<file path="src/pkg/dsa_defines.vh">
`ifndef DSA_DEFINES_VH
`define DSA_DEFINES_VH

// Clock rates
`define DSA_CLK_HZ 100000000
`define DSA_TICK_HZ 100000
`define DSA_TICK_DIV (`DSA_CLK_HZ / `DSA_TICK_HZ)

// Phase and digit strobe lengths in conversion ticks
`define DSA_AZ_TICKS 10000
`define DSA_SI_TICKS 10000
`define DSA_RI_MAX_TICKS 20000
`define DSA_STROBE_TICKS 200

// Register byte offsets
`define DSA_OFS_CTRL 4'h0
`define DSA_OFS_STATUS 4'h4
`define DSA_OFS_RESULT 4'h8

// Control register fields
`define DSA_CTRL_RANGE_LSB 0
`define DSA_CTRL_RANGE_MSB 1
`define DSA_CTRL_DP_LSB 2
`define DSA_CTRL_DP_MSB 4
`define DSA_CTRL_DZERO_BIT 5
`define DSA_CTRL_RESET 6'h00

// Range switch codes {left, right}
`define DSA_RANGE_5K 2'h0
`define DSA_RANGE_10K 2'h1
`define DSA_RANGE_20K 2'h2

// Decimal point selector codes
`define DSA_DP_SEL1 3'h1
`define DSA_DP_SEL2 3'h2
`define DSA_DP_SEL3 3'h3
`define DSA_DP_SEL4 3'h4
`define DSA_DP_NONE 3'h5

// Phase codes
`define DSA_PH_AZ 2'h0
`define DSA_PH_SI 2'h1
`define DSA_PH_RI 2'h2

`endif

</file>
<file path="src/core/dsa_tick_gen.v">
`timescale 1ns/1ps
`include "dsa_defines.vh"

module dsa_tick_gen #(
  parameter DIV = `DSA_TICK_DIV
) (
  // Clock and reset
  input wire clock_i,
  input wire rst_n_i,
  // Tick out
  output wire tick_o
);

  reg [15:0] cnt_reg;
  reg tick_reg;

  // One-cycle pulse per conversion clock period
  always @(posedge clock_i) begin
    if (!rst_n_i) begin
      cnt_reg <= 16'h0000;
      tick_reg <= 1'b0;
    end else if (cnt_reg == DIV[15:0] - 16'h0001) begin
      cnt_reg <= 16'h0000;
      tick_reg <= 1'b1;
    end else begin
      cnt_reg <= cnt_reg + 16'h0001;
      tick_reg <= 1'b0;
    end
  end

  assign tick_o = tick_reg;

endmodule // dsa_tick_gen

</file>
<file path="src/core/dsa_adc_scan.v">
// Operation
// - Count phases on 100 kHz tick
// - Phases: auto-zero, signal, reference integrate
// - Auto-zero lasts 10000 counts
// - Signal integrate lasts 10000 counts
// - Latch polarity, apply opposite reference
// - Reference integrate until zero, max 20000
// - Each digit strobe 200 periods high
// - Lead strobe first, last digit last
// - Overrange blanks strobes until reference integrate
// - BCD valid together with its strobe
// - Largest range overrange flashes zeros; here it flashes 19995
// - Two switches decode range selection
// - Count step one, two, five
// - Leading one only from 10000 up
// - Largest range limited to 19995
// - Selectors 1-4 place point, 5 none
// - Selector 6 lights trailing zero digit; here control bit 5 does
// - Any overrange flashes display
// - Busy high during both integrate phases
// - Lead strobe forces BCD outputs low
//
// The Avalon-MM slave port and the placing of the registers were decided locally.
`timescale 1ns/1ps
`include "dsa_defines.vh"

module dsa_adc_scan #(
  parameter TICK_DIV = `DSA_TICK_DIV,
  parameter AZ_TICKS = `DSA_AZ_TICKS,
  parameter SI_TICKS = `DSA_SI_TICKS,
  parameter RI_MAX_TICKS = `DSA_RI_MAX_TICKS,
  parameter STROBE_TICKS = `DSA_STROBE_TICKS
) (
  // Clock and reset
  input wire clock_i,
  input wire rst_n_i,
  // Avalon-MM slave
  input wire [3:0] avs_address_i,
  input wire avs_read_i,
  input wire avs_write_i,
  input wire [31:0] avs_writedata_i,
  input wire [3:0] avs_byteenable_i,
  output reg [31:0] avs_readdata_o,
  output wire avs_waitrequest_o,
  // Analog front end
  input wire integ_zero_i,
  input wire ramp_pos_i,
  input wire analog_ovr_n_i,
  output wire auto_zero_o,
  output wire sig_integ_o,
  output wire ref_integ_o,
  output wire ref_neg_o,
  output wire busy_o,
  // Display
  output wire lead_digit_strobe_o,
  output wire [2:0] mid_digit_strobe_o,
  output wire last_digit_strobe_o,
  output wire [3:0] bcd_o,
  output wire leading_digit_one_o,
  output wire polarity_pos_o,
  output wire [3:0] dp_o,
  output wire trailing_zero_digit_o
);

  localparam ST_AZ = 2'h0;
  localparam ST_SI = 2'h1;
  localparam ST_RI = 2'h2;

  ////////////////////////////////////////////////////////////////////////////
  // Functions

  // Add one to a BCD digit, carry out on top
  function [4:0] bcd_inc;
    input [3:0] d;
    begin
      if (d == 4'h9)
        bcd_inc = 5'h10;
      else
        bcd_inc = {1'b0, d + 4'h1};
    end
  endfunction

  ////////////////////////////////////////////////////////////////////////////
  // Tick and pin synchronisers

  wire tick;

  dsa_tick_gen #(
    .DIV(TICK_DIV)
  ) u_tick (
    .clock_i(clock_i),
    .rst_n_i(rst_n_i),
    .tick_o(tick)
  );

  reg [2:0] pin_s1_reg;
  reg [2:0] pin_s2_reg;

  always @(posedge clock_i) begin
    if (!rst_n_i) begin
      pin_s1_reg <= 3'h4;
      pin_s2_reg <= 3'h4;
    end else begin
      pin_s1_reg <= {analog_ovr_n_i, ramp_pos_i, integ_zero_i};
      pin_s2_reg <= pin_s1_reg;
    end
  end

  wire zero_s = pin_s2_reg[0];
  wire ramp_pos_s = pin_s2_reg[1];
  wire ovr_n_s = pin_s2_reg[2];

  ////////////////////////////////////////////////////////////////////////////
  // Register slave

  reg [5:0] ctrl_reg;
  reg ack_reg;

  // One wait state on every access
  assign avs_waitrequest_o = (avs_read_i | avs_write_i) & ~ack_reg;

  wire [1:0] range_sw = ctrl_reg[`DSA_CTRL_RANGE_MSB:`DSA_CTRL_RANGE_LSB];
  wire [2:0] dp_sel = ctrl_reg[`DSA_CTRL_DP_MSB:`DSA_CTRL_DP_LSB];
  wire dzero_en = ctrl_reg[`DSA_CTRL_DZERO_BIT];

  wire rng_10k = (range_sw == `DSA_RANGE_10K);
  wire rng_20k = (range_sw == `DSA_RANGE_20K);

  reg [1:0] state_reg;
  reg pol_reg;
  reg ovr_reg;
  reg [17:0] result_reg;
  wire busy;
  reg [31:0] rd_next;

  always @* begin
    if (avs_address_i == `DSA_OFS_CTRL)
      rd_next = {26'h0000000, ctrl_reg};
    else if (avs_address_i == `DSA_OFS_STATUS)
      rd_next = {27'h0000000, busy, ovr_reg, pol_reg, state_reg};
    else if (avs_address_i == `DSA_OFS_RESULT)
      rd_next = {14'h0000, result_reg};
    else
      rd_next = 32'h00000000;
  end

  always @(posedge clock_i) begin
    if (!rst_n_i) begin
      ack_reg <= 1'b0;
      ctrl_reg <= `DSA_CTRL_RESET;
      avs_readdata_o <= 32'h00000000;
    end else begin
      ack_reg <= (avs_read_i | avs_write_i) & ~ack_reg;
      if (avs_read_i & ~ack_reg)
        avs_readdata_o <= rd_next;
      if (avs_write_i & ack_reg & avs_byteenable_i[0] &
          (avs_address_i == `DSA_OFS_CTRL))
        ctrl_reg <= avs_writedata_i[5:0];
    end
  end

  ////////////////////////////////////////////////////////////////////////////
  // Conversion sequencer

  reg [15:0] ph_cnt_reg;
  reg [17:0] bcd_cnt_reg;
  reg ana_ovr_reg;
  reg [17:0] bcd_cnt_inc;
  wire [4:0] dig0_inc = bcd_inc(bcd_cnt_reg[3:0]);
  wire [4:0] dig1_inc = bcd_inc(bcd_cnt_reg[7:4]);
  wire [4:0] dig2_inc = bcd_inc(bcd_cnt_reg[11:8]);
  wire [4:0] dig3_inc = bcd_inc(bcd_cnt_reg[15:12]);
  // Same edge as entry to reference, so the lead strobe keeps full width
  wire ri_start = tick & (state_reg == ST_SI) &
    (ph_cnt_reg == SI_TICKS[15:0] - 16'h0001);

  always @* begin
    bcd_cnt_inc = bcd_cnt_reg;
    bcd_cnt_inc[3:0] = dig0_inc[3:0];
    if (dig0_inc[4]) begin
      bcd_cnt_inc[7:4] = dig1_inc[3:0];
      if (dig1_inc[4]) begin
        bcd_cnt_inc[11:8] = dig2_inc[3:0];
        if (dig2_inc[4]) begin
          bcd_cnt_inc[15:12] = dig3_inc[3:0];
          if (dig3_inc[4])
            bcd_cnt_inc[17:16] = bcd_cnt_reg[17:16] + 2'h1;
        end
      end
    end
  end

  assign busy = (state_reg == ST_SI) | (state_reg == ST_RI);

  always @(posedge clock_i) begin
    if (!rst_n_i) begin
      state_reg <= ST_AZ;
      ph_cnt_reg <= 16'h0000;
      bcd_cnt_reg <= 18'h00000;
      result_reg <= 18'h00000;
      pol_reg <= 1'b0;
      ovr_reg <= 1'b0;
      ana_ovr_reg <= 1'b0;
    end else begin
      // analog overrange caught during the cycle
      if (!ovr_n_s)
        ana_ovr_reg <= 1'b1;
      // all phase counts advance on tick
      if (tick) begin
        case (state_reg)
          ST_AZ: begin
            if (ph_cnt_reg == AZ_TICKS[15:0] - 16'h0001) begin
              state_reg <= ST_SI;
              ph_cnt_reg <= 16'h0000;
            end else begin
              ph_cnt_reg <= ph_cnt_reg + 16'h0001;
            end
          end
          ST_SI: begin
            if (ph_cnt_reg == SI_TICKS[15:0] - 16'h0001) begin
              pol_reg <= ramp_pos_s;
              state_reg <= ST_RI;
              ph_cnt_reg <= 16'h0000;
              bcd_cnt_reg <= 18'h00000;
            end else begin
              ph_cnt_reg <= ph_cnt_reg + 16'h0001;
            end
          end
          ST_RI: begin
            // end on zero return or at maximum
            if (zero_s |
                (ph_cnt_reg == RI_MAX_TICKS[15:0] - 16'h0001)) begin
              result_reg <= bcd_cnt_reg;
              // no zero return is a timeout
              ovr_reg <= ~zero_s | ana_ovr_reg | ~ovr_n_s;
              ana_ovr_reg <= 1'b0;
              state_reg <= ST_AZ;
              ph_cnt_reg <= 16'h0000;
            end else begin
              ph_cnt_reg <= ph_cnt_reg + 16'h0001;
              bcd_cnt_reg <= bcd_cnt_inc;
            end
          end
          default: begin
            state_reg <= ST_AZ;
            ph_cnt_reg <= 16'h0000;
          end
        endcase
      end
    end
  end

  assign auto_zero_o = (state_reg == ST_AZ);
  assign sig_integ_o = (state_reg == ST_SI);
  assign ref_integ_o = (state_reg == ST_RI);
  assign ref_neg_o = (state_reg == ST_RI) & pol_reg;
  assign busy_o = busy;

  ////////////////////////////////////////////////////////////////////////////
  // Displayed value

  reg [3:0] ones_shown;
  reg [15:0] low_shown;
  reg lead_one;

  always @* begin
    low_shown = result_reg[15:0];
    lead_one = (result_reg[17:16] != 2'h0);
    if (rng_10k)
      ones_shown = {result_reg[3:1], 1'b0};
    else if (rng_20k)
      ones_shown = (result_reg[3:0] >= 4'h5) ? 4'h5 : 4'h0;
    else
      ones_shown = result_reg[3:0];
    low_shown[3:0] = ones_shown;
    if (rng_20k & (result_reg[17:16] != 2'h0) &
        (result_reg[17:16] != 2'h1)) begin
      low_shown = 16'h9995;
      lead_one = 1'b1;
    end
    // leading one only on larger ranges
    if (!(rng_10k | rng_20k))
      lead_one = 1'b0;
  end

  ////////////////////////////////////////////////////////////////////////////
  // Digit scan

  reg [7:0] strb_cnt_reg;
  reg [2:0] digit_reg;
  reg blank_reg;
  reg [4:0] strobe_reg;
  reg [3:0] bcd_reg;
  reg lead_one_reg;
  reg [3:0] dp_reg;
  reg [4:0] strobe_next;
  reg [3:0] bcd_next;

  always @(posedge clock_i) begin
    if (!rst_n_i) begin
      strb_cnt_reg <= 8'h00;
      digit_reg <= 3'h0;
      blank_reg <= 1'b0;
    end else if (ri_start) begin
      strb_cnt_reg <= 8'h00;
      digit_reg <= 3'h0;
      blank_reg <= 1'b0;
    end else if (tick) begin
      if (strb_cnt_reg == STROBE_TICKS[7:0] - 8'h01) begin
        strb_cnt_reg <= 8'h00;
        // order lead first, last digit last
        if (digit_reg == 3'h4) begin
          digit_reg <= 3'h0;
          // blank after first scan on overrange
          if (ovr_reg)
            blank_reg <= 1'b1;
        end else begin
          digit_reg <= digit_reg + 3'h1;
        end
      end else begin
        strb_cnt_reg <= strb_cnt_reg + 8'h01;
      end
    end
  end

  always @* begin
    strobe_next = 5'h00;
    bcd_next = 4'h0;
    case (digit_reg)
      3'h0: bcd_next = 4'h0;
      3'h1: bcd_next = low_shown[15:12];
      3'h2: bcd_next = low_shown[11:8];
      3'h3: bcd_next = low_shown[7:4];
      default: bcd_next = low_shown[3:0];
    endcase
    if (!blank_reg)
      strobe_next = 5'h10 >> digit_reg;
  end

  // strobe and BCD share one register stage
  always @(posedge clock_i) begin
    if (!rst_n_i) begin
      strobe_reg <= 5'h00;
      bcd_reg <= 4'h0;
      lead_one_reg <= 1'b0;
      dp_reg <= 4'h0;
    end else begin
      strobe_reg <= strobe_next;
      // zero on BCD during lead strobe
      bcd_reg <= strobe_next[4] ? 4'h0 : bcd_next;
      lead_one_reg <= strobe_next[4] & lead_one;
      // point with its digit, first one static
      dp_reg[0] <= (dp_sel == `DSA_DP_SEL1);
      dp_reg[1] <= (dp_sel == `DSA_DP_SEL2) & strobe_next[3];
      dp_reg[2] <= (dp_sel == `DSA_DP_SEL3) & strobe_next[2];
      dp_reg[3] <= (dp_sel == `DSA_DP_SEL4) & strobe_next[1];
    end
  end

  assign lead_digit_strobe_o = strobe_reg[4];
  assign mid_digit_strobe_o = strobe_reg[3:1];
  assign last_digit_strobe_o = strobe_reg[0];
  assign bcd_o = bcd_reg;
  assign leading_digit_one_o = lead_one_reg;
  assign polarity_pos_o = pol_reg;
  assign dp_o = dp_reg;
  // trailing zero lit with lead strobe
  assign trailing_zero_digit_o = dzero_en & strobe_reg[4];

endmodule // dsa_adc_scan

</file>
<file path="config.mk">
export PLATFORM = sky130hd
export DESIGN_NAME = dsa_adc_scan
export DESIGN_NICKNAME = d
export VERILOG_FILES = /design/src/core/dsa_tick_gen.v /design/src/core/dsa_adc_scan.v
export VERILOG_INCLUDE_DIRS = /design/src /design/src/pkg
export SDC_FILE = /design/constraint.sdc
export NUM_CORES = 1
export LEC_CHECK = 0
export ABC_AREA = 0
export BUFFER_PORTS_ARGS = -buffer_cell sky130_fd_sc_hd__buf_2
export CORE_MARGIN = 8
export CORE_UTILIZATION = 39
export CTS_BUF_LIST = sky130_fd_sc_hd__clkbuf_16
export DETAILED_ROUTE_END_ITERATION = 8
export PLACE_DENSITY_LB_ADDON = 0.12
export SYNTH_ARGS = -nofsm -noshare
export SYNTH_HDL_FRONTEND = slang
export SYNTH_SLANG_ARGS = --single-unit
</file>
<file path="constraint.sdc">
create_clock -name clock_i -period 3.95 [get_ports clock_i]
set_input_delay 0.1975 -clock clock_i [delete_from_list [all_inputs] [get_ports clock_i]]
set_output_delay 0.1975 -clock clock_i [all_outputs]
set_load 0.05 [all_outputs]
</file>
-- After elaboration in Yosys (flattened, before gate mapping)
Index checks and enable logic that the tools add are counted.
- flip-flop bits (word level): 145
- latch bits: 0
- bits in writable memories: 0
- ROM bits: 0
- logic and storage cells: 149
- memories kept: 0
- add/subtract/negate cells: 9
- $mul: 0
- divide/modulo/power cells: 0
- magnitude comparators: 1
- eq/ne operators: 31
- shift-type cells: 1
- multiplexer cells: 36
- bitwise gates (word level): 25
- reduce and logical (&&, ||, !) cells: 20
- operators by type and width (kind ; number):
    18-bit two-way mux ; 5
    16-bit two-way mux ; 3
    18-bit one-hot mux with 2 select lines ; 1
    16-bit by 1-bit adder with 16-bit output (second input constant) ; 2
    16-bit one-hot mux with 2 select lines ; 1
    5-bit two-way mux ; 5
    4-bit equality test (second input constant) ; 5
    4-bit by 1-bit adder with 4-bit output (second input constant) ; 4
    16-bit by 10-bit equality test with 1-bit output (second input constant) ; 1
    16-bit by 14-bit equality test with 1-bit output (second input constant) ; 1
    16-bit by 15-bit equality test with 1-bit output (second input constant) ; 1
    2-bit by 1-bit != test with 1-bit output (second input constant) ; 8
    4-bit one-hot mux with 4 select lines ; 1
    1-bit AND ; 15
    14-bit two-way mux ; 1
    3-bit by 2-bit equality test with 1-bit output (second input constant) ; 4
    4-bit AND reduction ; 3
    10-bit two-way mux ; 1
    2-bit OR reduction ; 5
    8-bit by 1-bit adder with 8-bit output (second input constant) ; 1
    8-bit equality test (second input constant) ; 1
    2-bit two-way mux ; 4
    4-bit two-way mux ; 2
    8-bit two-way mux ; 1
    other kinds (26) ; 47

-- Longest topological paths before layout
- depth after elaboration: 8
- gate-level depth with buffers: 8

-- Cells and area by module
From an unflattened synthesis, not the netlist that was laid out.
- cells, all modules: 695
- area total of the unflattened synthesis: 6180.9 µm²
- by module, submodules not included (module ; instances ; cells an instance ; area each (µm²) ; sequential area each (µm²)):
    dsa_adc_scan ; 1 ; 614 ; 5417.7 ; 2282.2
    dsa_tick_gen ; 1 ; 81 ; 763.2 ; 340.3

-- Worst setup path before layout
OpenSTA, ideal clock, no wires.
- path kind: register -> register
- start: register ph_cnt_reg[11]
- end: register bcd_cnt_reg[8]
- setup time: 0.070 ns
- data arrival time: 2.423 ns
- setup slack: 1.457 ns
- cell stages (with the launch flop): 6
- path buffers: 0
- cell sequence: dfxtp_1 -> or4b_4 -> or4_4 -> a2111o_1 -> or4_1 -> a21oi_1
- longest elaborated chain between the ends: 4
- RTL lines (element ; RTL line ; RTL):
    from (decl) ; dsa_adc_scan.v:165 ; reg [15:0] ph_cnt_reg;
    from (signal assigned) ; dsa_adc_scan.v:216 ; ph_cnt_reg <= ph_cnt_reg + 16'h0001;
    from (signal assigned) ; dsa_adc_scan.v:226 ; ph_cnt_reg <= ph_cnt_reg + 16'h0001;
    from (signal assigned) ; dsa_adc_scan.v:240 ; ph_cnt_reg <= ph_cnt_reg + 16'h0001;
    16-bit by 15-bit equality test with 1-bit output ; dsa_adc_scan.v:232 ; (ph_cnt_reg == RI_MAX_TICKS[15:0] - 16'h0001)) begin
    1-bit OR ; dsa_adc_scan.v:231 ; if (zero_s |
    2-bit != test (no line) ; - ;
    6-bit AND reduction (no line) (*) ; - ;
    to (signal assigned) ; dsa_adc_scan.v:241 ; bcd_cnt_reg <= bcd_cnt_inc;
    to (decl) ; dsa_adc_scan.v:166 ; reg [17:0] bcd_cnt_reg;
Mark *: on every way between the ends. The rest lies on a longest branch, timed or not.
A chain may end at the register's enable or synchronous reset.

-- Final worst setup path
- start: register ph_cnt_reg[11]
- end: register bcd_cnt_reg[14]
- longest elaborated chain between the ends: 4
- RTL lines (element ; RTL line):
    16-bit by 15-bit equality test with 1-bit output ; dsa_adc_scan.v:232
    1-bit OR ; dsa_adc_scan.v:231
    2-bit != test (no line) ; -
    7-bit AND reduction (no line) (*) ; -
Marked as above.

==> metrics <==
RSZ-0062 raised after global routing=no; most common cell in the synthesized netlist=dfxtp_1; first-pass GRT wire length=23.9 mm; area delta synth->final=16.9%; gate count after technology mapping=around 700; number of global-route vias before repair=4915; peak supply drop=0.291 mV; drt total wl=around 15 mm; initial core utilization=40.0%; root buffer cell=clkbuf_16; CP peak stage delay=slightly above 600 ps; Slew HR=39.4%; Crit-path slowest cell=or4_1; clk_lat worst skew=between 400 and 500 ps; Worst-Margin Slew=910 ps; post_cts resized=0; die height=141 um; period utilisation layout=70.6%; status=finished, final reports clean; Core ar.=15200 um2; CTS sink cnt=131; worst endpoint required time=4300 ps; Worst EP arrival=3140 ps; CTS H-tree lvls=4; Filler cells=roughly 1500; DRC viols=0; number of max-cap violations=0; Total Nets Final=824; maximum clock path buffer count=2; Post-synth EDFFs=0; Antenna diodes=0; IO Port Bufs=57; CP cell instances=or4b_4 -> nor4_4 -> o2111ai_1 -> or4_1 -> a21oi_1; Hold Crit Class=in2reg; ANT nets after route=0; Yosys top cell by area=dfxtp_1; Critical path buffers and inverters=0; vias=5084; mapped cell area=roughly 6100 um2; # setup viols final=0; Worst Path Max Fanout=10; #FFs+latches synth=131; number of I/O pins=101; Via density=5.32; Setup TNS Final=0 ps; Final Hold Violating Endpoints=0; P per Cell Area=between 400 and 500 nW/um2; clock skew=about 5 ps; Die W=141 um; WL per Instance=15.4 um; layout cells sized above 1=12.9%; post-synth cell types=58; antenna violations before repair=0; CP endpoint kind=flop; number of DRC markers in iteration 0=206; Total GRT Usage=approximately 15%; post-synthesis sequential area ratio=between 40% and 50%; CTS tree=built; hpwl dp=10.3 mm; CTS clk-pin slew, worst paths=60 ps; Syn Area/Cell=approximately 8.7 um2; RD Place Congestion=0.876; top post-synthesis cells by area=dfxtp_1 (43%), nor2_1 (6.1%), mux2i_1 (5.8%), ha_1 (4.5%), o21ai_0 (3.3%); Top FF cell, synth=dfxtp_1; max-slew violations=0; largest net degree at the start of global routing=70; Yosys top cell area share=a little over two fifths; gr ovfl total=0; min cycle time layout=between 2000 and 3000 ps; Fmax=359 MHz; Setup CP Type=reg2reg; cts bufs inserted=17; yosys synthesis warning count=0; 1st-pass router iterations=4; Critical Path Source Type=flop; family with the most delay on the worst path=simple AND/OR/NAND/NOR gates; Die ar.=19800 um2; LEAKAGE=2.79 nW; final cell utilization of the core=46.7%; async set-reset flop share out of synthesis=0%; row count=45; commonest cells in the netlist=dfxtp_1 (131), nor2_1 (98), nand2_1 (52)
-- path summary, 6_finish.rpt --
check                     to  cells after the start                from  slack, ps
max          bcd_cnt_reg[14]                      5      ph_cnt_reg[11]       1160
min              ctrl_reg[0]                      3  avs_writedata_i[0]         20
max reg2reg  bcd_cnt_reg[14]                      5      ph_cnt_reg[11]       1160
min reg2reg    pin_s2_reg[2]                      1       pin_s1_reg[2]        440
-- repair_timing --
item / in CTS / in global routing
endpoints found under the hold margin: 3 / 0
setup buffers: 0 / 0
setup endpoints to repair: 0 / 0
hold buffers: 3 / 0
-- stage by stage --
stage | cells | hold WS (ps) | total power [mW] | instance area [um2] | setup WS (ps)
2_1_floorplan | 712 | 299 | 1.44 | 6120 | 1460
3_3_place_gp | 921 | 401 | 1.46 | 6480 | 1220
3_5_place_dp | 921 | 401 | 1.46 | 6480 | 1190
4_1_cts | 956 | 11.8 | 3.05 | 7100 | 1170
5_1_grt | 956 | 41.2 | 3.10 | 7100 | 971
6_report | 956 | 18.2 | 3.02 | 7100 | 1160
-- layer usage --
metal	track usage, %	up-vias	wire length, um
li1	-	2569	-
met1	17.7	2382	6870
met2	24.3	110	6670
met3	4.25	23	874
met4	6.96	0	284
met5	0	-	0
-- cell type report --
cell class	instances	area [um2]	area share, %
flip-flops and latches	131	2620	36.9
inverters	26	97.6	1.37
repair buffers	66	360	5.07
well taps	188	235	3.31
clock buffers	17	425	5.99
clock inverters	15	168	2.36
multi-input cells	513	3190	45.0
-- power by group --
group          leakage (nW)  internal [mW]  switching, mW
Sequential             1.06           1.33        0.00495
Clock                 0.285          0.984          0.604
Combinational          1.45         0.0203         0.0762
Total                  2.79           2.33          0.685
-- placed cells by master, fill, tap and decap left out, types with 3 or more instances in the layout --
master	count
a21oi_1	30
a22oi_1	17
a31oi_1	4
and2_1	16
and3_1	9
buf_2	57
buf_4	6
bufinv_16	3
clkbuf_16	17
clkinvlp_4	4
conb_1	14
dfxtp_1	131
dlygate4sd3_1	3
ha_1	22
inv_1	27
mux2i_1	35
nand2_1	52
nand2b_1	7
nand3_1	30
nand3b_1	9
nand4_1	16
nand4b_1	7
nor2_1	98
nor2b_1	8
nor3_1	8
nor4_1	4
o211ai_1	5
o21ai_0	40
o22ai_1	3
o311ai_0	3
o31ai_1	4
or3_1	3
or4_1	9
xnor2_1	10
xor2_1	15
-- worst register-to-register path, stage by stage (launching register included) --
cell,delay (ps)
dfxtp_1,350
or4b_4,570
nor4_4,590
o2111ai_1,430
or4_1,630
a21oi_1,150
-- kinds of logic after synthesis --
| logic type | synth area share, % |
|---|---|
| buf+inv | 5.07 |
| simple gates | 24.1 |
| compound gates | 13.6 |
| fa+ha+maj | 4.53 |
| flops | 43.2 |
| xor+xnor | 3.61 |
| mux | 5.77 |
| other cells | 0.0617 |
(Power assumes the default switching activity.)
